==> config.mk <==
export PLATFORM = sky130hd
export DESIGN_NAME = tct_timer
export DESIGN_NICKNAME = d
export VERILOG_FILES = /design/src/hw/tct_timer.v
export VERILOG_INCLUDE_DIRS = /design/src /design/src/hw
export SDC_FILE = /design/constraint.sdc
export NUM_CORES = 1
export LEC_CHECK = 0
export ABC_AREA = 1
export BUFFER_PORTS_ARGS = -buffer_cell sky130_fd_sc_hd__buf_2
export CORE_ASPECT_RATIO = 1.2
export CORE_MARGIN = 4
export CORE_UTILIZATION = 64
export CTS_BUF_LIST = sky130_fd_sc_hd__clkbuf_16
export DETAILED_ROUTE_END_ITERATION = 12
export PLACE_DENSITY = 0.88
export SKIP_CTS_REPAIR_TIMING = 1
export SLEW_MARGIN = 20
export SYNTH_ARGS = -nofsm -noshare
export SYNTH_HDL_FRONTEND = slang
export SYNTH_SLANG_ARGS = --single-unit
export TNS_END_PERCENT = 5
==> constraint.sdc <==
create_clock -name ref_clk -period 3.7 [get_ports ref_clk]
set_input_delay 0.925 -clock ref_clk [delete_from_list [all_inputs] [get_ports ref_clk]]
set_output_delay 0.925 -clock ref_clk [all_outputs]
set_load 0.02 [all_outputs]
==> src/hw/tct_consts.vh <==
// Overview of operation
// - a format-one control word picks counter, mode and byte count; counts accepted anytime
// - mode 0 starts on count load, counts with gate high, wraps past zero
// - mode 0 output low at start, high at zero, until new count or mode
// - modes 0 and 4 take a count written mid-run on the next timer tick
// - mode 1 gate rise reloads, starts and drops output; output high at zero, wraps
// - mode 1 count written while running waits for the next gate rise
// - mode 2 starts on load, reloads at one and on gate rise, gate enables
// - mode 2 output idles high, low for one tick while count equals one
// - modes 2 and 3 adopt a new count at one, mode 5 at zero; all three at gate rise
// - mode 3 output high, low after half the count; low gate forces high
// - mode 4 starts on load, gate enables, output low one tick at zero, wraps
// - mode 5 gate rise reloads, gate enables, output low one tick at zero, wraps
// - direct read shows live count; latch command freezes a snapshot for reading
// - read-back latches counts of all selected counters together
// - read-back with bit 4 clear gives status; bits 0-5 echo programming
// - status bit 6 shows count not yet loaded, bit 7 the output level
// - counters tick at about 1.19 MHz divided from the core clock, decrementing
// - gates of counters 0 and 1 tied high; counter 2 gate from input
// - control word: bit 0 bcd, bits 1-3 mode, 4-5 access, 6-7 counter
// - bits 7-6 equal 11 mean read-back: selects, status and count latch flags
`ifndef TCT_CONSTS_VH
`define TCT_CONSTS_VH

`define TCT_ADDR_CTRL 2'h3

`define TCT_CW_BCD 0
`define TCT_CW_MODE_LO 1
`define TCT_CW_RW_LO 4
`define TCT_CW_SEL_LO 6
`define TCT_CW_RB_STATUS_N 4
`define TCT_CW_RB_COUNT_N 5
`define TCT_SEL_READBACK 2'h3

`define TCT_RW_LATCH 2'h0
`define TCT_RW_LSB 2'h1
`define TCT_RW_MSB 2'h2
`define TCT_RW_BOTH 2'h3

`define TCT_MODE_0 3'h0
`define TCT_MODE_1 3'h1
`define TCT_MODE_2 3'h2
`define TCT_MODE_3 3'h3
`define TCT_MODE_4 3'h4
`define TCT_MODE_5 3'h5

`define TCT_REF_CLK_HZ 100000000
`define TCT_TIMER_CLK_HZ 1190000
`define TCT_TICK_DIV (`TCT_REF_CLK_HZ / `TCT_TIMER_CLK_HZ)

`endif

==> src/hw/tct_timer.v <==
`timescale 1ns/10ps
`include "tct_consts.vh"

module tct_timer #(
  parameter TICK_DIV = `TCT_TICK_DIV
) (
  input wire ref_clk,
  input wire sys_rst,
  input wire [1:0] io_addr,
  input wire io_wr,
  input wire io_rd,
  input wire [7:0] io_wdata,
  output reg [7:0] io_rdata,
  input wire speaker_counter_gate,
  output wire [2:0] timer_out
);

  // bcd-aware decrement; zero wraps to the top of the range
  function [15:0] tct_dec;
    input [15:0] v;
    input b;
    reg [3:0] nib;
    reg borrow;
    integer i;
    begin
      tct_dec = v - 16'h0001;
      if (b) begin
        borrow = 1'b1;
        for (i = 0; i < 4; i = i + 1) begin
          nib = v[4*i +: 4];
          if (borrow) begin
            if (nib == 4'h0) begin
              nib = 4'h9;
            end else begin
              nib = nib - 4'h1;
              borrow = 1'b0;
            end
          end
          tct_dec[4*i +: 4] = nib;
        end
      end
    end
  endfunction

  // timer tick divider
  reg [15:0] div_cnt;
  reg tick;
  always @(posedge ref_clk) begin
    if (sys_rst) begin
      div_cnt <= 16'h0000;
      tick <= 1'b0;
    end else if (div_cnt == TICK_DIV[15:0] - 16'h0001) begin
      div_cnt <= 16'h0000;
      tick <= 1'b1;
    end else begin
      div_cnt <= div_cnt + 16'h0001;
      tick <= 1'b0;
    end
  end

  wire ctrl_wr = io_wr && (io_addr == `TCT_ADDR_CTRL);
  wire is_rb = io_wdata[7:6] == `TCT_SEL_READBACK;
  wire [2:0] gate_in = {speaker_counter_gate, 2'b11};
  wire [7:0] rd_byte [0:2];

  genvar c;
  generate
    for (c = 0; c < 3; c = c + 1) begin : ch
      reg [2:0] mode;
      reg bcd;
      reg [1:0] rw;
      reg [15:0] cr;
      reg [15:0] cnt;
      reg [15:0] ol;
      reg ol_valid;
      reg [7:0] st;
      reg st_valid;
      reg null_cnt;
      reg load_req;
      reg have_cnt;
      reg running;
      reg out;
      reg gate_prev;
      reg wr_msb;
      reg rd_msb;

      wire sel_cw = ctrl_wr && !is_rb && (io_wdata[7:6] == c);
      wire sel_rb = ctrl_wr && is_rb && io_wdata[c+1];
      wire cnt_wr = io_wr && (io_addr == c);
      wire cnt_rd = io_rd && (io_addr == c);
      wire gate = gate_in[c];
      wire gate_rise = gate && !gate_prev;
      wire [15:0] dec = tct_dec(cnt, bcd);
      wire [15:0] src = ol_valid ? ol : cnt;
      // codes x10 and x11 fold onto modes 2 and 3; the others are taken as written
      wire [2:0] cw_mode = io_wdata[2] ? {1'b0, io_wdata[2:1]} : io_wdata[3:1];
      // a count is complete once the access function has got all its bytes
      wire cnt_done = cnt_wr && ((rw != `TCT_RW_BOTH) || wr_msb);

      assign rd_byte[c] = st_valid ? st :
                          (rw == `TCT_RW_MSB) ? src[15:8] :
                          ((rw == `TCT_RW_BOTH) && rd_msb) ? src[15:8] : src[7:0];
      assign timer_out[c] = out;

      always @(posedge ref_clk) begin
        if (sys_rst) begin
          mode <= `TCT_MODE_0;
          bcd <= 1'b0;
          rw <= `TCT_RW_LSB;
          cr <= 16'h0000;
          cnt <= 16'h0000;
          ol <= 16'h0000;
          ol_valid <= 1'b0;
          st <= 8'h00;
          st_valid <= 1'b0;
          null_cnt <= 1'b0;
          load_req <= 1'b0;
          have_cnt <= 1'b0;
          running <= 1'b0;
          out <= 1'b1;
          gate_prev <= 1'b0;
          wr_msb <= 1'b0;
          rd_msb <= 1'b0;
        end else begin
          // counting element, advanced once per timer tick
          if (tick) begin
            gate_prev <= gate;
            case (mode)
              `TCT_MODE_0, `TCT_MODE_4: begin
                if (load_req) begin
                  cnt <= cr;
                  null_cnt <= 1'b0;
                  load_req <= 1'b0;
                  running <= 1'b1;
                  out <= (mode == `TCT_MODE_4);
                end else if (running && gate) begin
                  cnt <= dec;
                  if (mode == `TCT_MODE_0) begin
                    if (dec == 16'h0000) begin
                      out <= 1'b1;
                    end
                  end else begin
                    out <= (dec != 16'h0000);
                  end
                end else if (mode == `TCT_MODE_4) begin
                  out <= 1'b1;
                end
              end
              `TCT_MODE_1: begin
                if (gate_rise && have_cnt) begin
                  cnt <= cr;
                  null_cnt <= 1'b0;
                  load_req <= 1'b0;
                  running <= 1'b1;
                  out <= 1'b0;
                end else if (running) begin
                  cnt <= dec;
                  if (dec == 16'h0000) begin
                    out <= 1'b1;
                  end
                end
              end
              `TCT_MODE_2, `TCT_MODE_3: begin
                if ((load_req && !running) || (gate_rise && have_cnt)) begin
                  cnt <= cr;
                  null_cnt <= 1'b0;
                  load_req <= 1'b0;
                  running <= 1'b1;
                  out <= 1'b1;
                end else if (running && gate) begin
                  if (cnt == 16'h0001) begin
                    cnt <= cr;
                    null_cnt <= 1'b0;
                    load_req <= 1'b0;
                  end else begin
                    cnt <= dec;
                  end
                  if (mode == `TCT_MODE_2) begin
                    out <= (dec != 16'h0001);
                  end else begin
                    // low once half of the reload value has elapsed
                    out <= (cnt == 16'h0001) || (dec > {1'b0, cr[15:1]});
                  end
                end else if (!gate) begin
                  out <= 1'b1;
                end
              end
              `TCT_MODE_5: begin
                if ((gate_rise && have_cnt) || (running && gate && load_req &&
                    (cnt == 16'h0000))) begin
                  cnt <= cr;
                  null_cnt <= 1'b0;
                  load_req <= 1'b0;
                  running <= 1'b1;
                  out <= 1'b1;
                end else if (running && gate) begin
                  cnt <= dec;
                  out <= (dec != 16'h0000);
                end else begin
                  out <= 1'b1;
                end
              end
              default: begin
                running <= 1'b0;
              end
            endcase
          end

          // host reads: status first, then the snapshot or the live count
          if (cnt_rd) begin
            if (st_valid) begin
              st_valid <= 1'b0;
            end else begin
              if (rw == `TCT_RW_BOTH) begin
                rd_msb <= !rd_msb;
              end
              if (ol_valid && ((rw != `TCT_RW_BOTH) || rd_msb)) begin
                ol_valid <= 1'b0;
              end
            end
          end

          // count writes come after the tick so a new load request is never lost
          if (cnt_wr) begin
            case (rw)
              `TCT_RW_LSB: cr <= {8'h00, io_wdata};
              `TCT_RW_MSB: cr <= {io_wdata, 8'h00};
              default: begin
                if (wr_msb) begin
                  cr[15:8] <= io_wdata;
                end else begin
                  cr[7:0] <= io_wdata;
                end
                wr_msb <= !wr_msb;
              end
            endcase
          end
          if (cnt_done) begin
            null_cnt <= 1'b1;
            have_cnt <= 1'b1;
            // mode 1 ignores this; it loads only on a gate rise
            load_req <= 1'b1;
            if (mode == `TCT_MODE_0) begin
              out <= 1'b0;
            end
          end

          // control words
          if (sel_cw) begin
            if (io_wdata[5:4] == `TCT_RW_LATCH) begin
              if (!ol_valid) begin
                ol <= cnt;
                ol_valid <= 1'b1;
              end
            end else begin
              mode <= cw_mode;
              bcd <= io_wdata[`TCT_CW_BCD];
              rw <= io_wdata[5:4];
              wr_msb <= 1'b0;
              rd_msb <= 1'b0;
              ol_valid <= 1'b0;
              st_valid <= 1'b0;
              null_cnt <= 1'b1;
              have_cnt <= 1'b0;
              load_req <= 1'b0;
              running <= 1'b0;
              out <= (cw_mode != `TCT_MODE_0);
            end
          end
          if (sel_rb) begin
            if (!io_wdata[`TCT_CW_RB_COUNT_N] && !ol_valid) begin
              ol <= cnt;
              ol_valid <= 1'b1;
            end
            if (!io_wdata[`TCT_CW_RB_STATUS_N] && !st_valid) begin
              st <= {out, null_cnt, rw, mode, bcd};
              st_valid <= 1'b1;
            end
          end
        end
      end
    end
  endgenerate

  always @(posedge ref_clk) begin
    if (sys_rst) begin
      io_rdata <= 8'h00;
    end else if (io_rd) begin
      case (io_addr)
        2'h0: io_rdata <= rd_byte[0];
        2'h1: io_rdata <= rd_byte[1];
        2'h2: io_rdata <= rd_byte[2];
        default: io_rdata <= 8'h00;
      endcase
    end
  end

endmodule

After elaboration in Yosys (flattened, before gate mapping):

Index checks and enable logic that the tools add are counted.
Widths: inputs -> output; s select.

* output and inout port bits: 11
* ROM bits: 0
* bits in writable memories: 0
* memories kept: 0
* latch bits: 0
* logic and storage cells: 587
* flip-flop bits (word level): 240
* bits of input ports: 15

* $mul: 0
* eq/ne operators: 47
* divide/modulo/power cells: 0
* bitwise gates (word level): 1
* add/subtract/negate cells: 16
* mux-type cells: 326
* magnitude comparators: 3
* reductions and logical operators: 138
* shift-type cells: 0

Operators with widths (count)
* $mux 16: 40
* $mux 1: 230
* $pmux 16 s4: 3
* $mux 8: 15
* $logic_not 16->1: 6
* $pmux 16 s2: 3
* $mux 4: 21
* $eq 16x1->1 const B: 3
* $gt 16x15->1: 3
* $logic_not 4->1: 12
* $ne 16x1->1 const B: 3
* $pmux 1 s4: 12
* $reduce_bool 16->1: 3
* $sub 16x1->16 const B: 3
* $sub 4x1->4 const B: 12
* $logic_and 1x1->1: 44
* $pmux 8 s3: 1
* $reduce_and 2->1: 12
* $eq 2x2->1 const B: 10
* $logic_not 1->1: 20
* $reduce_or 2->1: 10
* $eq 3x2->1 const B: 6
* $eq 3x3->1 const B: 6
* $add 16x1->16 const B: 1
* 15 further kinds: 52

Logic depth before layout (Yosys ltp):

Gate-level depths: netlist of run 1.

* word-level depth: 20
* mapped depth: 30
* gate-level depth less buffers: 30

Worst setup path after synthesis of run 1:

OpenSTA, ideal clock, no wires.

* path kind: reg2reg
* start: register ch[2].cnt[0]
* end: register ch[2].out
* setup time: 0.112 ns
* buffers on the path: 0
* period minus slack after synthesis: 2.743 ns
* cell stages (with the launch flop): 25
* slack: 0.957 ns
* arrival: 2.630 ns
* data required time: 3.588 ns
* cell sequence: dfxtp_1 > inv_1 > ha_1 > nand2_4 > nor2_8 > nand3_1 > nand3_1 > nand2_1 > ha_1 > a21oi_1 > a21oi_1 > nor3b_1 > nand2_1 > nand2_1 > nand2_1 > nand2_1 > nand2_1 > nand3_1 > nand2_1 > nand2_1 > nand2_1 > nor2_1 > nand2_1 > nand2_1 > nand2_1

* cells in the longest elaborated chain, start to end: 20
* elaborated cells between the ends (all ways): 40
* classes of those cells: add/sub: 2; order compare: 1; eq/ne: 2; mux: 28; reduce/logical: 7

Ends and longest elaborated chain
* start, declared: RTL line tct_timer.v:73 `reg [15:0] cnt;`
* start signal, assigned: RTL line tct_timer.v:131 `cnt <= cr;`
* start signal, assigned: RTL line tct_timer.v:151 `cnt <= cr;`
* start signal, assigned: RTL line tct_timer.v:165 `cnt <= cr;`
* $logic_not 4->1: RTL line tct_timer.v:32 `if (nib == 4'h0) begin`
* $mux 1: RTL line tct_timer.v:32
* $mux 1: RTL line tct_timer.v:27 `if (b) begin`
* $mux 1: RTL line tct_timer.v:31 `if (borrow) begin`
* $mux 1: RTL line tct_timer.v:27
* $mux 1: RTL line tct_timer.v:31
* $mux 1: RTL line tct_timer.v:27
* $mux 4: RTL line tct_timer.v:31
* (+4 left out)
* $mux 1, on equally long branches: RTL line tct_timer.v:170, tct_timer.v:136
* $mux 1, on equally long branches: RTL line tct_timer.v:164, tct_timer.v:130
* $pmux 1 s4 *: RTL line tct_timer.v:128 `case (mode)`
* $mux 1 *: RTL line tct_timer.v:126 `if (tick) begin`
* $mux 1: RTL line tct_timer.v:243 `` if (mode == `TCT_MODE_0) begin ``
* $mux 1 *: RTL line tct_timer.v:238 `if (cnt_done) begin`
* $mux 1: RTL line tct_timer.v:250 `` if (io_wdata[5:4] == `TCT_RW_LATCH) begin ``
* $mux 1 *: RTL line tct_timer.v:249 `if (sel_cw) begin`
* end signal, assigned: RTL line tct_timer.v:182 `out <= (cnt == 16'h0001) || (dec > {1'b0, cr[15:1]});`
* end signal, assigned: RTL line tct_timer.v:198 `out <= (dec != 16'h0000);`
* end signal, assigned: RTL line tct_timer.v:267 `` out <= (cw_mode != `TCT_MODE_0); ``
* end, declared: RTL line tct_timer.v:82 `reg out;`

Mark *: on every way between the ends. The rest lies on a longest branch, timed or not. The select of a mux whose other input is x is not followed.
A chain may end at the register's enable or synchronous reset.

Worst setup path in the final report of run 1:

Same ends and word-level chain as after synthesis.

==> reports/qor.txt, run 1 <==
Outcome - completed
Clk slew on worst S/H paths - 70 ps
Worst slack at placement - 503 ps
Via Count - 18.1k
Arrival time worst endpoint - 3740 ps
Leakage - 7.41 nW
Clock Tree Buf Depth - 3
Finished Layout Cells - 2,838
Final HPWL DP - 42,100 um
RSZ-0062 raised after global routing - false
Global route overflow - 0
Cells after Synth - 2,500
CTS buffer count - 26
Area occupied by multi-input gates - 9860 sq um
Filler cell count - 2,167
XOR/XNOR share of the synthesized area - 0.588%
Worst R2R End - ch[2].out
Slowest stage delay, CP - 440 ps
Rel. slew slack - 39.7%
Clock sinks - 240
Crit path max-delay cell type - dfxtp_1
Final period util - 89.4%
Core box area - 25,000 sq um
Synth Warn # - 0
Post-synth ARST share - 0%
Ports - 26
Final hold slack - 457 ps
Die Ht - 183 um
Peak VDD IR - 0.583 mV
Cell Area, Synth - 16,400 sq um
Reg2Reg Depth - 27
Final min period - 3310 ps
Ys flop type - dfxtp_1
Post-synthesis sequential area ratio - 29.3%
Final Slew Violations - 0
Hold path cells - 2
Remaining DRCs - 0
Vias in the first global route - 17.2k
Post-Synth Adder-Cell Area - 5.27%
Crit Path Class - reg2reg
First-pass GRT wire length - 91,000 um
Register area - 4800 sq um
Avg Inst Size Synth - 6.55 sq um
Final hold violation count - 0
Root Buffer - clkbuf_16
Final non-filler cell area - 17,700 sq um
Area Overhead vs Synth - 8.24%
Router iterations before antenna repair - 8
Initial antenna violation count - 0
Clk Latency, worst-skew pair - 550 ps
Setup TNS - 0 ps
Worst Setup End Kind - flip-flop
Largest fanout on the critical path - 6
Mux cell area share after synthesis - 0.626%
Final Total Pwr - 5.98 mW
Hold Path Class - reg2reg
Cells after DPL - 2,790
Fin util - 70.9%
F_max - 302 MHz
Final Wtd Congestion - 1.04
Largest net degree at the start of global routing - 89
Post-Synthesis Net Count - 2,584
Largest family of logic cells by synthesized area - simple AND/OR/NAND/NOR gates
Drt total wl - 57,200 um
Worst-margin pin slew - 901 ps
R2R Setup Slk - 390 ps
Wire length per cell - 20.2 um
Routed vias/inst - 6.38
RR Startpoint - ch[2].cnt[0]
Data required, critical path - 4130 ps
Initial DRC count - 2,065
Nets - 2,578
Max-cap viol count - 0
Pwr per Cell Area - 337 nW/um^2
Rows - 63
Layout cells sized above 1 - 8.00%
Synth Area in Compound Gates - 25.8%
#FFs+latches synth - 240
EDFF count, synth - 0
Setup-failing EPs final - 0
CTS tree - done
Global Route Usage Sum - 39.4%
Initial core utilization - 65.5%
Antenna diodes - 0
Die Footprint - 28,200 sq um
DRT antenna net count - 0
Synth Area in Simple Gates - 27.9%
Netlist cell types - 65
Post-route setup slack - 394 ps
Hold path start - ch[2].st[5]
Width of the die - 154 um
CP Launch Type - flip-flop
Hold endpoint - ch[2].st[5]
Most frequent CP cell - nand2_1
# H-tree levels - 1
Worst Skew - 22.7 ps
Port buffer count - 25
Placed cell area - 16,800 sq um
## layout make-up
type	instances	area share, %
Sequential cell	240	27.1
Clock buffer	27	3.81
Timing Repair Buffer	69	2.64
Clock inverter	20	1.46
Multi-Input combinational cell	1824	55.6
Inverter	333	7.07
Tap cell	325	2.29
## worst max-delay path: cells and delay by family (launching register included)
kind	cells	cell delay, ps
buf+inv	3	330
flops	1	440
fa+ha+maj	2	620
simple gates	22	1790
## worst max path at each step
stage | start | slack [ps] | end
after global placement | ch[2].cnt[0] | 580 | ch[2].out
after detailed placement | ch[2].cnt[0] | 500 | ch[2].out
final | ch[2].cnt[0] | 390 | ch[2].out
after floorplan | ch[2].cnt[0] | 960 | ch[2].out
after CTS | ch[2].cnt[0] | 480 | ch[2].out
after global routing | ch[2].cnt[0] | 100 | ch[2].out
## synth_stat cells, drive strengths merged, types with 3 or more instances
| cell | instances | share of area (%) |
|---|---|---|
| xor2 | 9 | 0.48 |
| nand4 | 28 | 1.1 |
| o221ai | 27 | 1.4 |
| o22ai | 22 | 0.84 |
| o32ai | 40 | 2.1 |
| o21bai | 4 | 0.18 |
| dfxtp | 240 | 29 |
| nand3 | 134 | 4.3 |
| a211oi | 24 | 1.1 |
| nor3b | 3 | 0.14 |
| clkbuf | 73 | 1.7 |
| o21ai | 263 | 8.1 |
| a221oi | 17 | 0.91 |
| nand3b | 6 | 0.35 |
| or2 | 3 | 0.11 |
| nand2 | 583 | 14 |
| clkinv | 9 | 0.21 |
| nor4 | 3 | 0.11 |
| a22oi | 3 | 0.14 |
| o211ai | 26 | 1.2 |
| nor3 | 17 | 0.65 |
| inv | 324 | 7.4 |
| a221o | 5 | 0.31 |
| a41oi | 5 | 0.27 |
| and2 | 4 | 0.17 |
| a21oi | 156 | 4.8 |
| o2111ai | 4 | 0.21 |
| o31a | 4 | 0.21 |
| nor2 | 268 | 7.0 |
| a311oi | 32 | 1.7 |
| o31ai | 6 | 0.28 |
| buf | 30 | 1.1 |
| o21a | 9 | 0.41 |
| mux2i | 8 | 0.49 |
| ha | 69 | 5.3 |
| a31oi | 31 | 1.2 |
## flip-flops by register name (all words and copies together), names as in the netlist, 6 cells and up
| register | count |
|---|---|
| ch.cnt | 48 |
| ch.cr | 48 |
| ch.mode | 9 |
| ch.ol | 48 |
| ch.rw | 6 |
| ch.st | 24 |
| div_cnt | 16 |
| io_rdata | 8 |
## layer usage
layer / part of all wire, % / vias up / routed length, um / track usage [%]
met4: 8.1 / 0 / 4640 / 25.7
met5: 0 / - / 0 / 0
met1: 37 / 8282 / 21000 / 46.3
li1: - / 8508 / - / -
met2: 47 / 1042 / 26700 / 66.9
met3: 8.5 / 278 / 4870 / 5.78
## layout by cell type, fill, tap and decap left out, types with 15 or more instances in the layout
| master | netlist | routed |
|---|---|---|
| buf_4 | 8 | 43 |
| nand2_1 | 556 | 556 |
| o22ai_1 | 22 | 22 |
| nor2_2 | 15 | 15 |
| o211ai_1 | 26 | 26 |
| ha_1 | 69 | 69 |
| clkbuf_16 | 0 | 27 |
| buf_2 | 16 | 25 |
| nand4_1 | 27 | 27 |
| a311oi_1 | 32 | 32 |
| a21oi_1 | 154 | 154 |
| a221oi_1 | 17 | 17 |
| o32ai_1 | 40 | 40 |
| a31oi_1 | 31 | 31 |
| inv_1 | 315 | 317 |
| nor2_1 | 241 | 241 |
| nand2_2 | 23 | 23 |
| o21ai_0 | 255 | 255 |
| a211oi_1 | 23 | 23 |
| dfxtp_1 | 240 | 240 |
| o221ai_1 | 27 | 27 |
| nand3_1 | 126 | 126 |
## power breakdown
part	switching (mW)	total (mW)	internal, mW
Sequential	0.0351	2.65	2.62
Combinational	0.316	0.429	0.114
Clock	1.16	2.90	1.74
## cells by family after synthesis
| family | Yosys count |
|---|---|
| AND/OR/NAND/NOR | 1050 |
| AO/OA/AOI/OAI | 684 |
| buffers and inverters | 436 |
| flip-flops | 240 |
| adder cells (fa/ha/maj) | 69 |
| XOR/XNOR | 11 |
| multiplexers | 10 |
No activity file was read; power rests on OpenSTA's default activity.
==> run 2, diff against run 1 <==
--- a/config.mk
+++ b/config.mk
@@ -8,7 +8,7 @@
 export LEC_CHECK = 0
 export ABC_AREA = 1
 export BUFFER_PORTS_ARGS = -buffer_cell sky130_fd_sc_hd__buf_2
-export CORE_ASPECT_RATIO = 1.2
+export CORE_ASPECT_RATIO = 0.5
 export CORE_MARGIN = 4
 export CORE_UTILIZATION = 64
 export CTS_BUF_LIST = sky130_fd_sc_hd__clkbuf_16
==> run 2 against run 1 <==
Utilization is 1.3 points lower. First-iteration DRC count is 16% higher. Worst hold slack worse by 11 ps. Sequential share of layout area is 0.27 points higher. Combinational power is 4% lower. Die area is 0.52% higher. Via count is 0.98% lower. Power is 6.4% lower. Clock skew is 8.3 ps lower. Setup slack better by 6.5 ps. Highest routed layer unchanged.
==> reports/qor.txt, run 2 (synthesized netlist as in run 1, its figures left out) <==
Clk slew on worst S/H paths - 70 ps (about the same)
F_max - 303 MHz (was 302 MHz)
Crit Path Class - reg2reg (unchanged)
Setup-failing EPs final - 0 (unchanged)
Switch share - 25.9% (was 25.2%)
Arrival time worst endpoint - 3740 ps (about the same)
Nets - 2,571 (was 2,578)
CP Cell Sequence - inv_1, ha_1, nand2_4, nor2_8, nand3_1, nand3_1, nand2_1, ha_1, a21oi_1, a21oi_1, nor3b_1, nand2_1, nand2_1, nand2_1, nand2_1, nand2_1, nand3_1, nand2_1, nand2_1, nand2_1, nor2_1, nand2_1, nand2_1, nand2_1
Area Overhead vs Synth - 7.17% (was 8.24%)
First-pass GRT wire length - 83,700 um (was 91,000 um)
Largest fanout on the critical path - 10 (was 6)
Most frequent CP cell - nand2_1 (unchanged)
Final period util - 89.2% (was 89.4%)
Rel. slew slack - 46.9% (was 39.7%)
Clock power frac - 45.2% (was 48.4%)
Width of the die - 234 um (was 154 um)
Die Ht - 121 um (was 183 um)
Global route overflow - 0 (unchanged)
Vias in the first global route - 16.2k (was 17.2k)
Hold path start - div_cnt[0] (was ch[2].st[5])
Final Wtd Congestion - 1.01 (was 1.04)
Global Route Usage Sum - 36.2% (was 39.4%)
R2R Setup Slk - 400 ps (was 390 ps)
Reg2Reg Depth - 24 (was 27)
CTS tree - done (unchanged)
Hold Path Class - reg2reg (unchanged)
Internal Pwr Total - 4.15 mW (was 4.47 mW)
Worst Setup End Kind - flip-flop (unchanged)
Core box area - 25,200 sq um (was 25,000 sq um)
Wire length per cell - 18.4 um (was 20.2 um)
Data required, critical path - 4140 ps (was 4130 ps)
Setup TNS - 0 ps (unchanged)
Slowest stage delay, CP - 350 ps (was 440 ps)
Crit path max-delay cell type - dfxtp_1 (unchanged)
RR Startpoint - ch[2].cnt[0] (unchanged)
Layout cells sized above 1 - 7.47% (was 8.00%)
Routed vias/inst - 6.30 (was 6.38)
Router iterations before antenna repair - 6 (was 8)
Root Buffer - clkbuf_16 (unchanged)
Clock Tree Buf Depth - 3 (unchanged)
Seq pwr share - 47.4% (was 44.4%)
Filler cell count - 2,152 (was 2,167)
Ports - 26 (unchanged)
Commonest non-fill, non-tap cell in the layout - nand2_1 (unchanged)
Final HPWL DP - 39,100 um (was 42,100 um)
Rows - 41 (was 63)
Die Footprint - 28,400 sq um (was 28,200 sq um)
Worst Skew - 14.4 ps (was 22.7 ps)
Psw - 1.45 mW (was 1.51 mW)
Clock sinks - 240 (unchanged)
Final min period - 3300 ps (was 3310 ps)
Leakage - 7.31 nW (was 7.41 nW)
CP delay by family, top - simple AND/OR/NAND/NOR gates (unchanged)
# H-tree levels - 1 (unchanged)
Initial core utilization - 65.0% (was 65.5%)
Remaining DRCs - 0 (unchanged)
Largest net degree at the start of global routing - 60 (was 89)
Via Count - 17.9k (was 18.1k)
Final hold slack - 446 ps (was 457 ps)
Pwr per Cell Area - 319 nW/um^2 (was 337 nW/um^2)
Initial DRC count - 2,396 (was 2,065)
Worst R2R End - ch[2].out (unchanged)
Hold path cells - 1 (was 2)
Clk Latency, worst-skew pair - 540 ps (was 550 ps)
Initial antenna violation count - 0 (unchanged)
Max-cap viol count - 0 (unchanged)
Biggest registers after layout - ch.cnt x48, ch.cr x48, ch.ol x48 (unchanged)
Logic pwr share - 7.4% (was 7.2%)
Most frequent cells in the layout - nand2_1, inv_1, o21ai_0, nor2_1, dfxtp_1 (unchanged)
DRT antenna net count - 0 (unchanged)
CTS buffer count - 23 (was 26)
CP Launch Type - flip-flop (unchanged)
Hold endpoint - div_cnt[0] (was ch[2].st[5])
Worst-margin pin slew - 793 ps (was 901 ps)
Drt total wl - 52,400 um (was 57,200 um)
Final hold violation count - 0 (unchanged)
Peak VDD IR - 0.328 mV (was 0.583 mV)
Outcome - completed (unchanged)
CP Buf/Inv Count - 1 (was 3)
Final Slew Violations - 0 (unchanged)
RSZ-0062 raised after global routing - false (unchanged)
Port buffer count - 25 (unchanged)
-- run 2: changes by cell type in the layout (fill, tap and decap cells not counted), moves of 2 or more --
cell and change:
clkinvlp_4 -2, clkinv_1 +4, bufinv_16 -2, inv_6 +3, clkinv_2 -4, buf_4 -2, clkbuf_16 -4
-- run 2: worst register-to-register path: cells and delay by family, from the launching register on --
| family | cells | cell delay [ps] |
|---|---|---|
| fa+ha+maj | 2 | 640 |
| flops | 1 | 350 |
| compound gates | 2 | 260 |
| buf+inv | 1 | 170 |
| simple gates | 19 | 1750 |
-- run 2: per-stage QoR --
stage | instances | total power [mW] | cell area [sq um] | setup slack (ps) | utilization [%]
6_report | 2848 | 5.59 | 17600 | 400 | 69.7
5_1_grt | 2847 | 5.75 | 17500 | 89.7 | 69.7
4_1_cts | 2847 | 5.59 | 17500 | 480 | 69.7
3_5_place_dp | 2806 | 3.11 | 16800 | 529 | 66.6
3_3_place_gp | 2806 | 3.10 | 16800 | 637 | 66.6
2_1_floorplan | 2500 | 2.97 | 16400 | 957 | -
-- run 2: worst max-delay path by stage --
stage / from / to / slack [ps] / cells past startpoint
final: ch[2].cnt[0] / ch[2].out / 400 / 24
after global placement: ch[0].cnt[1] / ch[0].out / 640 / 27
after detailed placement: ch[2].cnt[0] / ch[2].out / 530 / 24
after CTS: ch[2].cnt[0] / ch[2].out / 480 / 24
after global routing: ch[0].cnt[0] / ch[0].out / 90 / 27
after floorplan: ch[2].cnt[0] / ch[2].out / 960 / 24
-- run 2: power groups by stage --
stage | Combinational (mW) | Clock, mW | Sequential [mW]
2_1_floorplan | 0.282 | 0 | 2.69
3_3_place_gp | 0.388 | 0 | 2.71
3_5_place_dp | 0.397 | 0 | 2.71
4_1_cts | 0.400 | 2.54 | 2.65
5_1_grt | 0.450 | 2.64 | 2.65
6_report | 0.413 | 2.53 | 2.65
-- run 2: layout make-up --
class / instances / area [sq um] / share of cell area (%)
multi-input cells: 1824 / 9860 / 56.2
repair buffers: 65 / 428 / 2.44
diodes: 1 / 2.50 / 0.0143
inverters: 333 / 1250 / 7.14
flip-flops and latches: 240 / 4800 / 27.4
clock inverters: 18 / 196 / 1.12
clock buffers: 23 / 576 / 3.28
well taps: 344 / 430 / 2.45
-- run 2: routing by layer --
layer / vias up / global-route usage [%] / wire, um
li1: 8490 / - / -
met4: 0 / 15.3 / 2410
met5: - / 0 / 0
met3: 182 / 7.29 / 5970
met1: 8177 / 48.8 / 21400
met2: 1084 / 56.6 / 22700
